`src/fsg_defines.vh`:
```
// Constants for the flash security command gate: register map, fields, opcodes.
// Assumes a 32-bit classic Wishbone bus with byte addresses.
`ifndef FSG_DEFINES_VH
`define FSG_DEFINES_VH

// Register byte offsets
`define FSG_REG_CMD 8'h00
`define FSG_REG_ADDR 8'h04
`define FSG_REG_DATA 8'h08
`define FSG_REG_SEC 8'h0c
`define FSG_REG_STAT 8'h10

// Command opcodes in CMD[2:0]
`define FSG_OP_CHIP_ERASE 3'h1
`define FSG_OP_BLOCK_ERASE 3'h2
`define FSG_OP_WRITE 3'h3
`define FSG_OP_SEC_SET 3'h4

// Protection flag bit positions
`define FSG_F_NO_CHIP 0
`define FSG_F_NO_BLOCK 1
`define FSG_F_NO_WRITE 2
`define FSG_F_BOOT_LOCK 3

// Status register fields
`define FSG_ST_BUSY 0
`define FSG_ST_DONE 1
`define FSG_ST_NAK 2
`define FSG_ST_MODE 3
`define FSG_ST_ACT_LSB 4
`define FSG_ST_STO_LSB 8

// Startup region bounds
`define FSG_BOOT_LO 16'h0000
`define FSG_BOOT_HI 16'h0fff

// Factory state of the protection flags
`define FSG_FLAGS_RST 4'h0

`endif

```
`src/fsg_gate.v`:
```
// Flash security command gate: Wishbone command port, protection flags, flash strobes.
// Assumes a flash array that answers each erase or write strobe with a done pulse.
//
// Overview of operation
// - Flags are set only through the security set command.
// - Newly set flags gate commands only after next programming mode entry.
// - No-chip-erase refuses chip erase and every block erase.
// - Once no-chip-erase is stored, no flag can ever be cleared.
// - No-block-erase refuses block erase only; chip erase and write still run.
// - No-write refuses writes and block erases; chip erase may still run.
// - Boot lock refuses erase and write in 0000H-0FFFH and chip erase.
// - Boot lock, once set, has no way to be cleared.
// - An executed chip erase clears no-block-erase and no-write flags unless no-chip-erase is stored.
// - Factory state has all four flags inactive.
// - Flags are independent; any active flag that forbids refuses the command.
// - Programmer starts every transfer; device only answers commands.
module fsg_gate #(
	parameter AW = 8,
	parameter FA_W = 16,
	parameter FD_W = 8
) (
	// Clock and reset
	input wire ref_clk,
	input wire sys_rst,
	// Wishbone slave
	input wire wb_cyc_i,
	input wire wb_stb_i,
	input wire wb_we_i,
	input wire [AW-1:0] wb_adr_i,
	input wire [3:0] wb_sel_i,
	input wire [31:0] wb_dat_i,
	output reg [31:0] wb_dat_o,
	output reg wb_ack_o,
	// Programming mode level, high while in programming mode
	input wire prog_mode,
	// Flash array strobes
	output reg fl_chip_erase,
	output reg fl_block_erase,
	output reg fl_write,
	output reg [FA_W-1:0] fl_addr,
	output reg [FD_W-1:0] fl_wdata,
	input wire fl_done
);
`include "fsg_defines.vh"

	localparam ST_IDLE = 2'h0;
	localparam ST_EVAL = 2'h1;
	localparam ST_WAIT = 2'h2;
	localparam [3:0] FLAGS_RST = `FSG_FLAGS_RST;

	reg [1:0] state_r;
	reg [1:0] state_nxt;
	reg [2:0] op_r;
	reg [FA_W-1:0] addr_r;
	reg [FD_W-1:0] data_r;
	reg [3:0] sec_arg_r;
	wire [3:0] stored_r;
	wire [3:0] active_r;
	reg mode_d_r;
	reg done_r;
	reg nak_r;
	reg start_r;

	wire bus_req = wb_cyc_i && wb_stb_i && !wb_ack_o;
	wire bus_wr = bus_req && wb_we_i;
	wire mode_entry = prog_mode && !mode_d_r;
	// Register writes are shut while a command is pending or running
	wire wr_open = bus_wr && (state_r == ST_IDLE) && !start_r;

	// Startup region match for erase and write targets
	function in_boot;
		input [FA_W-1:0] a;
		begin
			in_boot = (a >= `FSG_BOOT_LO) && (a <= `FSG_BOOT_HI);
		end
	endfunction

	// What one flag forbids, looked at on its own
	function forbids;
		input integer idx;
		input [2:0] op;
		input [FA_W-1:0] a;
		begin
			forbids = 1'b0;
			case (idx)
			`FSG_F_NO_CHIP: begin
				forbids = (op == `FSG_OP_CHIP_ERASE) || (op == `FSG_OP_BLOCK_ERASE);
			end
			`FSG_F_NO_BLOCK: begin
				forbids = (op == `FSG_OP_BLOCK_ERASE);
			end
			`FSG_F_NO_WRITE: begin
				forbids = (op == `FSG_OP_WRITE) || (op == `FSG_OP_BLOCK_ERASE);
			end
			`FSG_F_BOOT_LOCK: begin
				forbids = (op == `FSG_OP_CHIP_ERASE) ||
					(((op == `FSG_OP_BLOCK_ERASE) || (op == `FSG_OP_WRITE)) && in_boot(a));
			end
			default: begin
				forbids = 1'b0;
			end
			endcase
		end
	endfunction

	function refused;
		input [2:0] op;
		input [3:0] f;
		input [FA_W-1:0] a;
		integer i;
		begin
			// Unknown opcodes are refused outright
			refused = !((op == `FSG_OP_CHIP_ERASE) || (op == `FSG_OP_BLOCK_ERASE) ||
				(op == `FSG_OP_WRITE) || (op == `FSG_OP_SEC_SET));
			for (i = 0; i < 4; i = i + 1) begin
				if (f[i] && forbids(i, op, a))
					refused = 1'b1;
			end
		end
	endfunction

	function lifts_on_erase;
		input integer idx;
		begin
			lifts_on_erase = (idx == `FSG_F_NO_BLOCK) || (idx == `FSG_F_NO_WRITE);
		end
	endfunction

	// Register write decode shared by the writable registers
	function wr_hit;
		input [AW-1:0] adr;
		input [AW-1:0] off;
		input sel;
		begin
			wr_hit = (adr == off) && sel;
		end
	endfunction

	// Status word from bit 0 upward: busy, done, nak, mode, active, stored
	function [31:0] status_word;
		input [3:0] st;
		input [3:0] act;
		input mode;
		input nak;
		input done;
		input busy;
		begin
			status_word = {20'h00000, st, act, mode, nak, done, busy};
		end
	endfunction

	// Outside programming mode every command is refused, security set included,
	// so a running system can never touch the flags behind the programmer's back.
	wire deny = !prog_mode || refused(op_r, active_r, addr_r);

	// Wishbone answer one cycle after the request, for any address
	always @(posedge ref_clk or posedge sys_rst) begin
		if (sys_rst) begin
			wb_ack_o <= 1'b0;
		end else begin
			wb_ack_o <= bus_req;
		end
	end

	always @(posedge ref_clk or posedge sys_rst) begin
		if (sys_rst) begin
			wb_dat_o <= 32'h00000000;
		end else if (bus_req && !wb_we_i) begin
			case (wb_adr_i)
			`FSG_REG_CMD: wb_dat_o <= {29'h0000000, op_r};
			`FSG_REG_ADDR: wb_dat_o <= {{(32-FA_W){1'b0}}, addr_r};
			`FSG_REG_DATA: wb_dat_o <= {{(32-FD_W){1'b0}}, data_r};
			`FSG_REG_SEC: wb_dat_o <= {28'h0000000, sec_arg_r};
			`FSG_REG_STAT: wb_dat_o <= status_word(stored_r, active_r, prog_mode, nak_r, done_r,
				(state_r != ST_IDLE));
			default: wb_dat_o <= 32'h00000000;
			endcase
		end
	end

	// Operand registers; held steady while a command runs
	always @(posedge ref_clk or posedge sys_rst) begin
		if (sys_rst) begin
			addr_r <= {FA_W{1'b0}};
			data_r <= {FD_W{1'b0}};
			sec_arg_r <= 4'h0;
		end else if (wr_open) begin
			if (wr_hit(wb_adr_i, `FSG_REG_ADDR, wb_sel_i[0]))
				addr_r[7:0] <= wb_dat_i[7:0];
			if (wr_hit(wb_adr_i, `FSG_REG_ADDR, wb_sel_i[1]))
				addr_r[FA_W-1:8] <= wb_dat_i[FA_W-1:8];
			if (wr_hit(wb_adr_i, `FSG_REG_DATA, wb_sel_i[0]))
				data_r <= wb_dat_i[FD_W-1:0];
			if (wr_hit(wb_adr_i, `FSG_REG_SEC, wb_sel_i[0]))
				sec_arg_r <= wb_dat_i[3:0];
		end
	end

	// only a bus write to CMD starts work; busy writes are ignored
	always @(posedge ref_clk or posedge sys_rst) begin
		if (sys_rst) begin
			op_r <= 3'h0;
			start_r <= 1'b0;
		end else begin
			start_r <= 1'b0;
			if (wr_open && wr_hit(wb_adr_i, `FSG_REG_CMD, wb_sel_i[0])) begin
				op_r <= wb_dat_i[2:0];
				start_r <= 1'b1;
			end
		end
	end

	always @* begin
		state_nxt = state_r;
		case (state_r)
		ST_IDLE: begin
			if (start_r)
				state_nxt = ST_EVAL;
		end
		ST_EVAL: begin
			if (deny || op_r == `FSG_OP_SEC_SET)
				state_nxt = ST_IDLE;
			else
				state_nxt = ST_WAIT;
		end
		ST_WAIT: begin
			// No timeout: a flash that never answers keeps the gate busy
			if (fl_done)
				state_nxt = ST_IDLE;
		end
		default: begin
			state_nxt = ST_IDLE;
		end
		endcase
	end

	always @(posedge ref_clk or posedge sys_rst) begin
		if (sys_rst) begin
			state_r <= ST_IDLE;
		end else begin
			state_r <= state_nxt;
		end
	end

	// Answer flags; cleared when a new command is taken
	always @(posedge ref_clk or posedge sys_rst) begin
		if (sys_rst) begin
			done_r <= 1'b0;
			nak_r <= 1'b0;
		end else if (start_r) begin
			done_r <= 1'b0;
			nak_r <= 1'b0;
		end else if (state_r == ST_EVAL && deny) begin
			done_r <= 1'b1;
			nak_r <= 1'b1;
		end else if (state_r == ST_EVAL && op_r == `FSG_OP_SEC_SET) begin
			done_r <= 1'b1;
		end else if (state_r == ST_WAIT && fl_done) begin
			done_r <= 1'b1;
		end
	end

	// Flash strobes are one-cycle pulses; a refused command never raises one
	always @(posedge ref_clk or posedge sys_rst) begin
		if (sys_rst) begin
			fl_chip_erase <= 1'b0;
			fl_block_erase <= 1'b0;
			fl_write <= 1'b0;
			fl_addr <= {FA_W{1'b0}};
			fl_wdata <= {FD_W{1'b0}};
		end else begin
			fl_chip_erase <= 1'b0;
			fl_block_erase <= 1'b0;
			fl_write <= 1'b0;
			if (state_r == ST_EVAL && !deny) begin
				fl_chip_erase <= (op_r == `FSG_OP_CHIP_ERASE);
				fl_block_erase <= (op_r == `FSG_OP_BLOCK_ERASE);
				fl_write <= (op_r == `FSG_OP_WRITE);
				fl_addr <= addr_r;
				fl_wdata <= data_r;
			end
		end
	end

	always @(posedge ref_clk or posedge sys_rst) begin
		if (sys_rst) begin
			mode_d_r <= 1'b0;
		end else begin
			mode_d_r <= prog_mode;
		end
	end

	// Gated launches that touch the flags
	wire sec_run = (state_r == ST_EVAL) && !deny && (op_r == `FSG_OP_SEC_SET);
	wire erase_run = (state_r == ST_EVAL) && !deny && (op_r == `FSG_OP_CHIP_ERASE);
	wire erase_lifts = erase_run && !stored_r[`FSG_F_NO_CHIP];

	// Stored bits stand for the nonvolatile copy, so sys_rst models factory state.
	// Limitation: a real part keeps them over power loss, this block does not.
	genvar gi;
	generate
		for (gi = 0; gi < 4; gi = gi + 1) begin : g_flag
			reg st_r;
			reg act_r;
			assign stored_r[gi] = st_r;
			assign active_r[gi] = act_r;
			always @(posedge ref_clk or posedge sys_rst) begin
				if (sys_rst) begin
					st_r <= FLAGS_RST[gi];
				end else if (sec_run && sec_arg_r[gi]) begin
					st_r <= 1'b1;
				end else if (erase_lifts && lifts_on_erase(gi)) begin
					st_r <= 1'b0;
				end
			end
			always @(posedge ref_clk or posedge sys_rst) begin
				if (sys_rst) begin
					act_r <= FLAGS_RST[gi];
				end else if (mode_entry) begin
					act_r <= st_r;
				end else if (erase_lifts && lifts_on_erase(gi)) begin
					// Lifted at once so the same session may rewrite the array
					act_r <= 1'b0;
				end
			end
		end
	endgenerate

endmodule

```
`config.mk`:
```
export PLATFORM = sky130hd
export DESIGN_NAME = fsg_gate
export DESIGN_NICKNAME = d
export VERILOG_FILES = /design/src/fsg_gate.v
export VERILOG_INCLUDE_DIRS = /design/src
export SDC_FILE = /design/constraint.sdc
export NUM_CORES = 1
export LEC_CHECK = 0
export BUFFER_PORTS_ARGS = -buffer_cell sky130_fd_sc_hd__buf_2
export CAP_MARGIN = 10
export CORE_ASPECT_RATIO = 1.4
export CORE_UTILIZATION = 50
export DETAILED_ROUTE_END_ITERATION = 6
export HOLD_SLACK_MARGIN = 0.1
export PLACE_DENSITY = 0.77
export SLEW_MARGIN = 20
export SYNTH_ARGS = -nofsm -noshare
export SYNTH_HDL_FRONTEND = slang
export SYNTH_SLANG_ARGS = --single-unit
export TNS_END_PERCENT = 1
```
`constraint.sdc`:
```
create_clock -name ref_clk -period 3.8 [get_ports ref_clk]
set_input_delay 0.76 -clock ref_clk [delete_from_list [all_inputs] [get_ports ref_clk]]
set_output_delay 0.76 -clock ref_clk [all_outputs]
set_load 0.03 [all_outputs]
```
==> impl_metrics.json, run 1 <==
{
  "route.detailed.drc": 0,
  "critical-path-max-stage-delay_ns": 0.90,
  "antenna_found_initial": 0,
  "dp_hpwl_mm": 5.79,
  "hold_class": "primary input to asynchronous set/reset pin",
  "power_density_nw_per_um2": 369,
  "reg2reg_slack_ns": 1.24,
  "cp_max_fo": 31,
  "h-tree-depth": 3,
  "r2r_cells": 4,
  "p_leak_nw": 2.42,
  "critPathTopFamily": "simple AND/OR/NAND/NOR gates",
  "finalSetupTns_ns": 0,
  "relSlewSlack_pct": 34.1,
  "r2r-end": "fl_addr[14]",
  "async_flop_share_pct": 100,
  "boundaryPins": 111,
  "antenna_left": 0,
  "run_status": "finished clean",
  "fin_crit_sh_pct": 67.3,
  "maxCapViolations": 0,
  "ys.flop_type": "dfrtp_1",
  "synth-seq-cells": 89,
  "path_depth": 4,
  "dr.first_iter.drc_count": 127,
  "clk_pin_slew_ns": 0.08,
  "dr_total_vias": 2591,
  "final_common_cell": "dfrtp_1",
  "grt-ovfl-total": 0,
  "drv_slew": 0,
  "antenna_cells": 0,
  "cp_slowest_cell": "or3_2",
  "place.gp.congestion": 0.862,
  "core_region_area_um2": 7750,
  "grt_pass1_vias": 2602,
  "nNetsFinal": 429,
  "cp-start-kind": "flip-flop",
  "hold_viol": 0,
  "cts_resized": 0,
  "syn_inst": 303,
  "crit_chain": "nor3b_2 > nor2_1 > or3_2 > mux2_1",
  "grt_max_degree": 40,
  "avgViaCountPerCell": 5.38,
  "die_w_um": 77.7,
  "holdBufCountCts": 0,
  "yosys_warnings": 0,
  "hold_slack_ns": 0.453,
  "synth_area_per_cell_um2": 13.2,
  "worstMarginPinSlew_ns": 0.989,
  "postCtsSetupBuffers": 0,
  "die_area_um2": 8400,
  "cts_tree": "built",
  "first_pass_iters": 4,
  "setup.worst_path.end": "fl_addr[14]",
  "rsz0062_at_grt": "no",
  "row_count": 38,
  "synth-edff-count": 0,
  "setup_violations": 0,
  "grt_pass1_wl_mm": 12.8,
  "ys_types": 44,
  "grt_usage_pct": 20.5,
  "startpoint": "op_r[2]",
  "skew_ns": 0.00649,
  "clk_latency_ns": 0.36,
  "crit_arrival_ns": 2.80,
  "crit_type": "flip-flop to flip-flop",
  "vdd_ir_drop_max_mv": 0.180,
  "layout-drive-gt1-share_pct": 40.3,
  "die_h_um": 108,
  "required_ns": 4.04,
  "clockRootBuffer": "clkbuf_8",
  "clock_path_buffers": 2,
  "cts_buffers": 9,
  "synth_area_um2": 4010,
  "start_util_pct": 51.8,
  "cp-end-kind": "flip-flop",
  "fin_crit_ns": 2.56,
  "avgRoutedWirePerCell_um": 16.6,
  "postRouteWirelength_mm": 7.98,
  "fmax_ghz": 0.391,
  "area_growth_pct": 13.6,
  "critPathBufInv": 0,
  "numPortBuffers": 76,
  "clock-sinks": 89,
  "yosysSeqAreaShare_pct": 55.5,
  "layout_common_cells": "dfrtp_1 (89), buf_2 (76), mux2_2 (28), nand2_1 (24), mux2_4 (23)",
  "r2r_start": "op_r[2]"
}
==> flip-flops by register name (all words and copies together), names as in the netlist <==
| register | cells |
|---|---|
| wb_dat_o | 16 |
| data_r | 8 |
| state_r | 2 |
| nak_r | 1 |
| wb_ack_o | 1 |
| fl_chip_erase | 1 |
| fl_block_erase | 1 |
| addr_r | 16 |
| fl_write | 1 |
| g_flag.st_r | 4 |
| sec_arg_r | 4 |
| done_r | 1 |
| mode_d_r | 1 |
| fl_addr | 16 |
| op_r | 3 |
| g_flag.act_r | 4 |
| start_r | 1 |
| fl_wdata | 8 |
==> metal layers <==
metal	wire length, µm	share of wire, %	track usage, %
met1	3410	43	25.5
met5	0	0	0
met2	3860	48	32.4
met3	445	5.6	5.23
met4	262	3.3	11.6
==> worst register-to-register path: cells and delay by family (launching register included) <==
kind	cells	cell delay (ns)
flip-flops	1	0.56
multiplexers	1	0.47
AND/OR/NAND/NOR	3	1.42
==> worst min path at each step <==
stage | startpoint | endpoint | slack, ns | depth (start not counted)
global route | sys_rst | addr_r[12] | 0.49 | 2
floorplan | start_r | done_r | 0.44 | 1
finish | sys_rst | fl_addr[12] | 0.45 | 2
CTS | sys_rst | fl_addr[12] | 0.46 | 2
detailed placement | wb_dat_o[0] | wb_dat_o[0] | 0.46 | 1
global placement | start_r | done_r | 0.46 | 1
==> kinds of logic (layout without fill, tap and decap cells) <==
| group | Yosys count | in the layout | synth area share [%] |
|---|---|---|---|
| AOI/OAI and AO/OA | 49 | 49 | 8.60 |
| other | 1 | 16 | 0.0934 |
| buffers and inverters | 32 | 96 | 5.99 |
| DFF | 89 | 89 | 55.5 |
| and+or+nand+nor | 73 | 73 | 10.3 |
| muxes | 59 | 59 | 19.5 |
==> metrics by stage <==
step	instance area, µm²	power (W)	util, %	setup slack, ns	std cells
global route	4560	0.00175	58.8	1.12	482
finish	4560	0.00168	58.8	1.24	482
global placement	4360	0.00106	56.3	1.16	467
floorplan	4070	0.00104	-	0.733	318
detailed placement	4360	0.00106	56.3	1.08	467
CTS	4560	0.00170	58.8	1.24	482
==> Yosys cell counts, types with 6 or more instances <==
| library cell | n | area [µm²] |
|---|---|---|
| mux2_4 | 23 | 345 |
| a22o_1 | 10 | 87.6 |
| dfrtp_1 | 89 | 2230 |
| nand2b_1 | 6 | 37.5 |
| o21ai_0 | 8 | 40.0 |
| buf_4 | 16 | 120 |
| nand2_1 | 24 | 90.1 |
| o2bb2ai_1 | 6 | 52.6 |
| mux2_2 | 28 | 315 |
| a21oi_1 | 7 | 35.0 |
| a22oi_1 | 8 | 60.1 |
| nor2_1 | 10 | 37.5 |
==> layout make-up <==
class | count | area [µm²]
Fill cell | 650 | 3190
Sequential cell | 89 | 2230
Multi-Input combinational cell | 197 | 1600
Timing Repair Buffer | 78 | 395
Clock buffer | 12 | 155
Tap cell | 100 | 125
Clock inverter | 3 | 40.0
Inverter | 3 | 12.5
==> power breakdown <==
part / switching [W] / total, W / leakage [nW] / internal [W]
sequential: 0.00000361 / 0.000954 / 1.23 / 0.000951
combinational: 0.0000652 / 0.0000888 / 1.08 / 0.0000237
clock: 0.000305 / 0.000640 / 0.102 / 0.000334
total: 0.000374 / 0.00168 / 2.42 / 0.00131
(Power assumes the default switching activity.)
==> run 2, diff against run 1 <==
--- a/config.mk
+++ b/config.mk
@@ -9,10 +9,10 @@
 export BUFFER_PORTS_ARGS = -buffer_cell sky130_fd_sc_hd__buf_2
 export CAP_MARGIN = 10
 export CORE_ASPECT_RATIO = 1.4
-export CORE_UTILIZATION = 50
+export CORE_UTILIZATION = 47
 export DETAILED_ROUTE_END_ITERATION = 6
 export HOLD_SLACK_MARGIN = 0.1
-export PLACE_DENSITY = 0.77
+export PLACE_DENSITY = 0.76
 export SLEW_MARGIN = 20
 export SYNTH_ARGS = -nofsm -noshare
 export SYNTH_HDL_FRONTEND = slang
==> constraint.sdc (replaced) <==
create_clock -name ref_clk -period 2.25 [get_ports ref_clk]
set_input_delay 0.45 -clock ref_clk [delete_from_list [all_inputs] [get_ports ref_clk]]
set_output_delay 0.45 -clock ref_clk [all_outputs]
set_load 0.03 [all_outputs]
==> impl_metrics.json, run 2 (synthesis gave the netlist of run 1 again) <==
{
  "run_status": "finished clean",
  "die_h_um": 111,
  "required_ns": 2.46,
  "row_count": 39,
  "setup_violations": 0,
  "fin_cells": 495,
  "numPortBuffers": 76,
  "drv_slew": 0,
  "nFillCells": 669,
  "reg.largest.list": "addr_r (16), fl_addr (16), wb_dat_o (16)",
  "grt_max_degree": 90,
  "power_density_nw_per_um2": 717,
  "cp_max_fo": 10,
  "die_w_um": 80.1,
  "startpoint": "op_r[1]",
  "avgRoutedWirePerCell_um": 16.7,
  "final_cell_area_um2": 4840,
  "multi_input_area_um2": 1630,
  "route.detailed.drc": 0,
  "start_util_pct": 49.0,
  "fin_crit_ns": 2.14,
  "worst_slack_ns": 0.115,
  "fin_crit_sh_pct": 94.9,
  "hold_viol": 0,
  "grt-ovfl-total": 0,
  "ff_latch_area_um2": 2230,
  "clk_latency_ns": 0.34,
  "place.gp.congestion": 0.856,
  "grtUsageMet2_pct": 32.6,
  "clock_path_buffers": 2,
  "hold_slack_ns": 0.249,
  "skew_ns": 0.00688,
  "placement.cell_area_um2": 4470,
  "fmax_ghz": 0.468,
  "layout_common_cells": "dfrtp_1 (89), buf_2 (76), mux2_2 (28), nand2_1 (24), mux2_4 (23)",
  "final_common_cell": "dfrtp_1",
  "boundaryPins": 111,
  "cp_slowest_cell": "dfrtp_1",
  "p_leak_nw": 2.56,
  "dr_total_vias": 2651,
  "cts_buffers": 9,
  "postRouteWirelength_mm": 8.28,
  "cts_tree": "built",
  "grtUsageMet3_pct": 5.25,
  "nNetsFinal": 439,
  "finalSetupTns_ns": 0,
  "crit_arrival_ns": 2.35,
  "die_area_um2": 8920,
  "place_ws_ns": 0.0741,
  "crit_chain": "nand2b_1 > o21a_1 > o21ai_1 > or3_2 > buf_4 > mux2_1",
  "avgViaCountPerCell": 5.36,
  "antenna_left": 0,
  "postCtsSetupBuffers": 0,
  "crit_type": "flip-flop to flip-flop",
  "antenna_found_initial": 0,
  "busiest_layer": "met2",
  "clock-sinks": 89,
  "first_pass_iters": 4,
  "r2r_start": "op_r[1]",
  "dp_hpwl_mm": 5.93,
  "reg2reg_slack_ns": 0.11,
  "vdd_ir_drop_max_mv": 0.413,
  "grt_use_met1_pct": 26.0,
  "core_region_area_um2": 8200,
  "clk_pin_slew_ns": 0.06,
  "cp-start-kind": "flip-flop",
  "hold_class": "primary input to asynchronous set/reset pin",
  "critical-path-max-stage-delay_ns": 0.54,
  "dp.cells": 479,
  "grt_pass1_wl_mm": 13.8,
  "antenna_cells": 0,
  "maxCapViolations": 0,
  "grt_pass1_vias": 2730,
  "area_growth_pct": 20.5,
  "grt_usage_pct": 20.7,
  "clockRootBuffer": "clkbuf_16",
  "layout-drive-gt1-share_pct": 42.2,
  "h-tree-depth": 3,
  "cp-end-kind": "flip-flop",
  "rsz0062_at_grt": "no",
  "dr.first_iter.drc_count": 161
}
==> run 2: worst max-delay path, delay by kind of cell, from the launching register on <==
| family | cells | cell delay, ns |
|---|---|---|
| buffers and inverters | 1 | 0.22 |
| AO/OA/AOI/OAI | 2 | 0.23 |
| AND/OR/NAND/NOR | 2 | 0.70 |
| multiplexers | 1 | 0.33 |
| flip-flops | 1 | 0.54 |
==> run 2: metal layers <==
metal / wire [µm] / share of wire (%)
met1: 3500 / 42
met2: 4180 / 50
met3: 412 / 5.0
met5: 0 / 0
met4: 189 / 2.3
==> run 2: worst paths after layout <==
kind / cells after the start / endpoint
hold reg to reg: 2 / wb_dat_o[11]
max in group asynchronous: 3 / fl_wdata[5]
hold / removal: 3 / fl_addr[12]
setup reg to reg: 6 / fl_addr[14]
min in group ref_clk: 1 / mode_d_r
setup / recovery: 6 / fl_addr[14]
==> run 2: final cells by class <==
cell class                 count  share of cell area, %
clock buffer                  11                   5.02
clock inverter                 5                   2.12
inverter                       3                  0.310
multi-input combinational    197                   33.6
sequential                    89                   46.1
tap                          102                   2.64
timing repair buffer          88                   10.2
==> run 2: metrics by stage <==
step | total power (W) | utilization (%)
finish | 0.00346 | 59.0
global route | 0.00357 | 59.0
CTS | 0.00350 | 58.7
detailed placement | 0.00180 | 54.5
global placement | 0.00180 | 54.5
floorplan | 0.00176 | -
==> run 2: where the power goes <==
group | total (W) | internal (W) | switching (W)
clock | 0.00169 | 0.00111 | 0.000578
sequential | 0.00161 | 0.00161 | 0.00000611
combinational | 0.000160 | 0.0000479 | 0.000112
==> run 2: timing repair <==
action,4_1_cts,5_1_grt
gates resized for setup,0,3
endpoints found under the setup margin,0,2
hold buffers,0,0
==> run 3, diff against run 2 <==
--- a/config.mk
+++ b/config.mk
@@ -10,8 +10,10 @@
 export CAP_MARGIN = 10
 export CORE_ASPECT_RATIO = 1.4
 export CORE_UTILIZATION = 47
+export CTS_BUF_LIST = sky130_fd_sc_hd__clkbuf_16
 export DETAILED_ROUTE_END_ITERATION = 6
 export HOLD_SLACK_MARGIN = 0.1
+export MAX_ROUTING_LAYER = met4
 export PLACE_DENSITY = 0.76
 export SLEW_MARGIN = 20
 export SYNTH_ARGS = -nofsm -noshare
==> impl_metrics.json, run 3 (synthesis gave the netlist of run 1 again) <==
{
  "fmax_ghz": 0.468,
  "place.gp.congestion": 0.869,
  "multi_input_area_um2": 1630,
  "die_area_um2": 8920,
  "boundaryPins": 111,
  "first_pass_iters": 6,
  "reg.largest.list": "addr_r (16), fl_addr (16), wb_dat_o (16)",
  "crit_arrival_ns": 2.35,
  "die_h_um": 111,
  "run_status": "finished clean",
  "dp_hpwl_mm": 5.93,
  "skew_ns": 0.00655,
  "total_power_w": 0.00343,
  "layout_common_cells": "dfrtp_1 (89), buf_2 (76), mux2_2 (28), nand2_1 (24), mux2_4 (23)",
  "drv_slew": 0,
  "postRouteWirelength_mm": 8.31,
  "dr.first_iter.drc_count": 139,
  "cts_tree": "built",
  "row_count": 39,
  "vdd_ir_drop_max_mv": 0.417,
  "holdBufCountCts": 0,
  "clock-sinks": 89,
  "fin_crit_ns": 2.13,
  "core_region_area_um2": 8200,
  "grt_usage_pct": 21.3,
  "p_leak_nw": 2.56,
  "dp.cells": 479,
  "h-tree-depth": 3,
  "avgViaCountPerCell": 5.35,
  "grt_max_degree": 90,
  "cp_max_fo": 10,
  "maxCapViolations": 0,
  "dr_total_vias": 2649,
  "area_growth_pct": 20.2,
  "fin_cells": 495,
  "clock_path_buffers": 2,
  "clk_latency_ns": 0.34,
  "rsz0062_at_grt": "no",
  "required_ns": 2.47,
  "avgRoutedWirePerCell_um": 16.8,
  "grt_pass1_wl_mm": 13.7,
  "power_density_nw_per_um2": 711,
  "grt-ovfl-total": 0,
  "busiest_layer": "met2",
  "hold_viol": 0,
  "crit_type": "flip-flop to flip-flop",
  "start_util_pct": 49.0,
  "grt_pass1_vias": 2737,
  "fin_crit_sh_pct": 94.9,
  "cp-start-kind": "flip-flop",
  "antenna_left": 0,
  "nNetsFinal": 439,
  "layout-drive-gt1-share_pct": 42.0,
  "antenna_found_initial": 0,
  "final_util_pct": 58.9,
  "die_w_um": 80.1,
  "finalSetupTns_ns": 0,
  "cts_buffers": 9,
  "numPortBuffers": 76,
  "antenna_cells": 0,
  "cp-end-kind": "flip-flop",
  "grtUsageMet2_pct": 32.5,
  "clockRootBuffer": "clkbuf_16",
  "hold_class": "primary input to asynchronous set/reset pin",
  "clk_pin_slew_ns": 0.06,
  "route.detailed.drc": 0,
  "setup_violations": 0,
  "nFillCells": 671,
  "final_common_cell": "dfrtp_1",
  "ff_latch_area_um2": 2230,
  "grt_use_met1_pct": 26.6,
  "grtUsageMet3_pct": 4.34
}
-- run 3: cell types whose count changed in the layout (fill, tap and decap cells not counted) --
cell	change
clkbuf_8	-1
clkinv_1	+1
clkbuf_1	-1
inv_1	+1
-- run 3: report_power, final --
| part | total (W) | switching [W] | internal (W) |
|---|---|---|---|
| Clock | 0.00166 | 0.000583 | 0.00107 |
| Sequential | 0.00161 | 0.00000610 | 0.00161 |
| Combinational | 0.000160 | 0.000112 | 0.0000479 |
-- run 3: final timing paths --
kind                       slack, ns  cells past startpoint      endpoint         start
hold / removal                  0.24                      3   fl_addr[12]       sys_rst
setup reg to reg                0.12                      6   fl_addr[14]       op_r[1]
hold reg to reg                 0.48                      2  wb_dat_o[11]  wb_dat_o[11]
setup / recovery                0.12                      6   fl_addr[14]       op_r[1]
max in group asynchronous       1.65                      3   fl_wdata[5]       sys_rst
min in group ref_clk            0.29                      1      mode_d_r     prog_mode
-- run 3: metrics by stage --
| stage | hold slack (ns) | instance area [µm²] | worst slack (ns) |
|---|---|---|---|
| after global routing | 0.283 | 4830 | 0.00510 |
| after floorplan | 0.437 | 4070 | 0.381 |
| after CTS | 0.260 | 4800 | 0.0789 |
| after detailed placement | 0.465 | 4470 | 0.0741 |
| after global placement | 0.468 | 4470 | 0.120 |
| final | 0.245 | 4830 | 0.115 |
-- run 3: layer usage --
| layer | vias to the layer above | wire [µm] |
|---|---|---|
| li1 | 1222 | - |
| met1 | 1328 | 3520 |
| met2 | 82 | 4180 |
| met3 | 17 | 375 |
| met4 | 0 | 231 |
| met5 | - | 0 |
-- run 3: repair_timing --
action | in CTS | in global routing
resized for setup | 0 | 3
endpoints found under the setup margin | 0 | 2
buffers inserted | 0 | 0
-- run 3: area by class of cell --
cell class,instances,area share [%]
clock buffer,9,4.67
clock inverter,7,2.28
inverter,3,0.311
multi-input combinational,197,33.7
sequential,89,46.1
tap,102,2.64
timing repair buffer,88,10.3
-- run 3: worst max-delay path, stage by stage, from the launching register on --
cell,delay [ns]
dfrtp_1,0.54
nand2b_1,0.22
o21a_1,0.15
o21ai_1,0.08
or3_2,0.48
buf_4,0.22
mux2_1,0.33
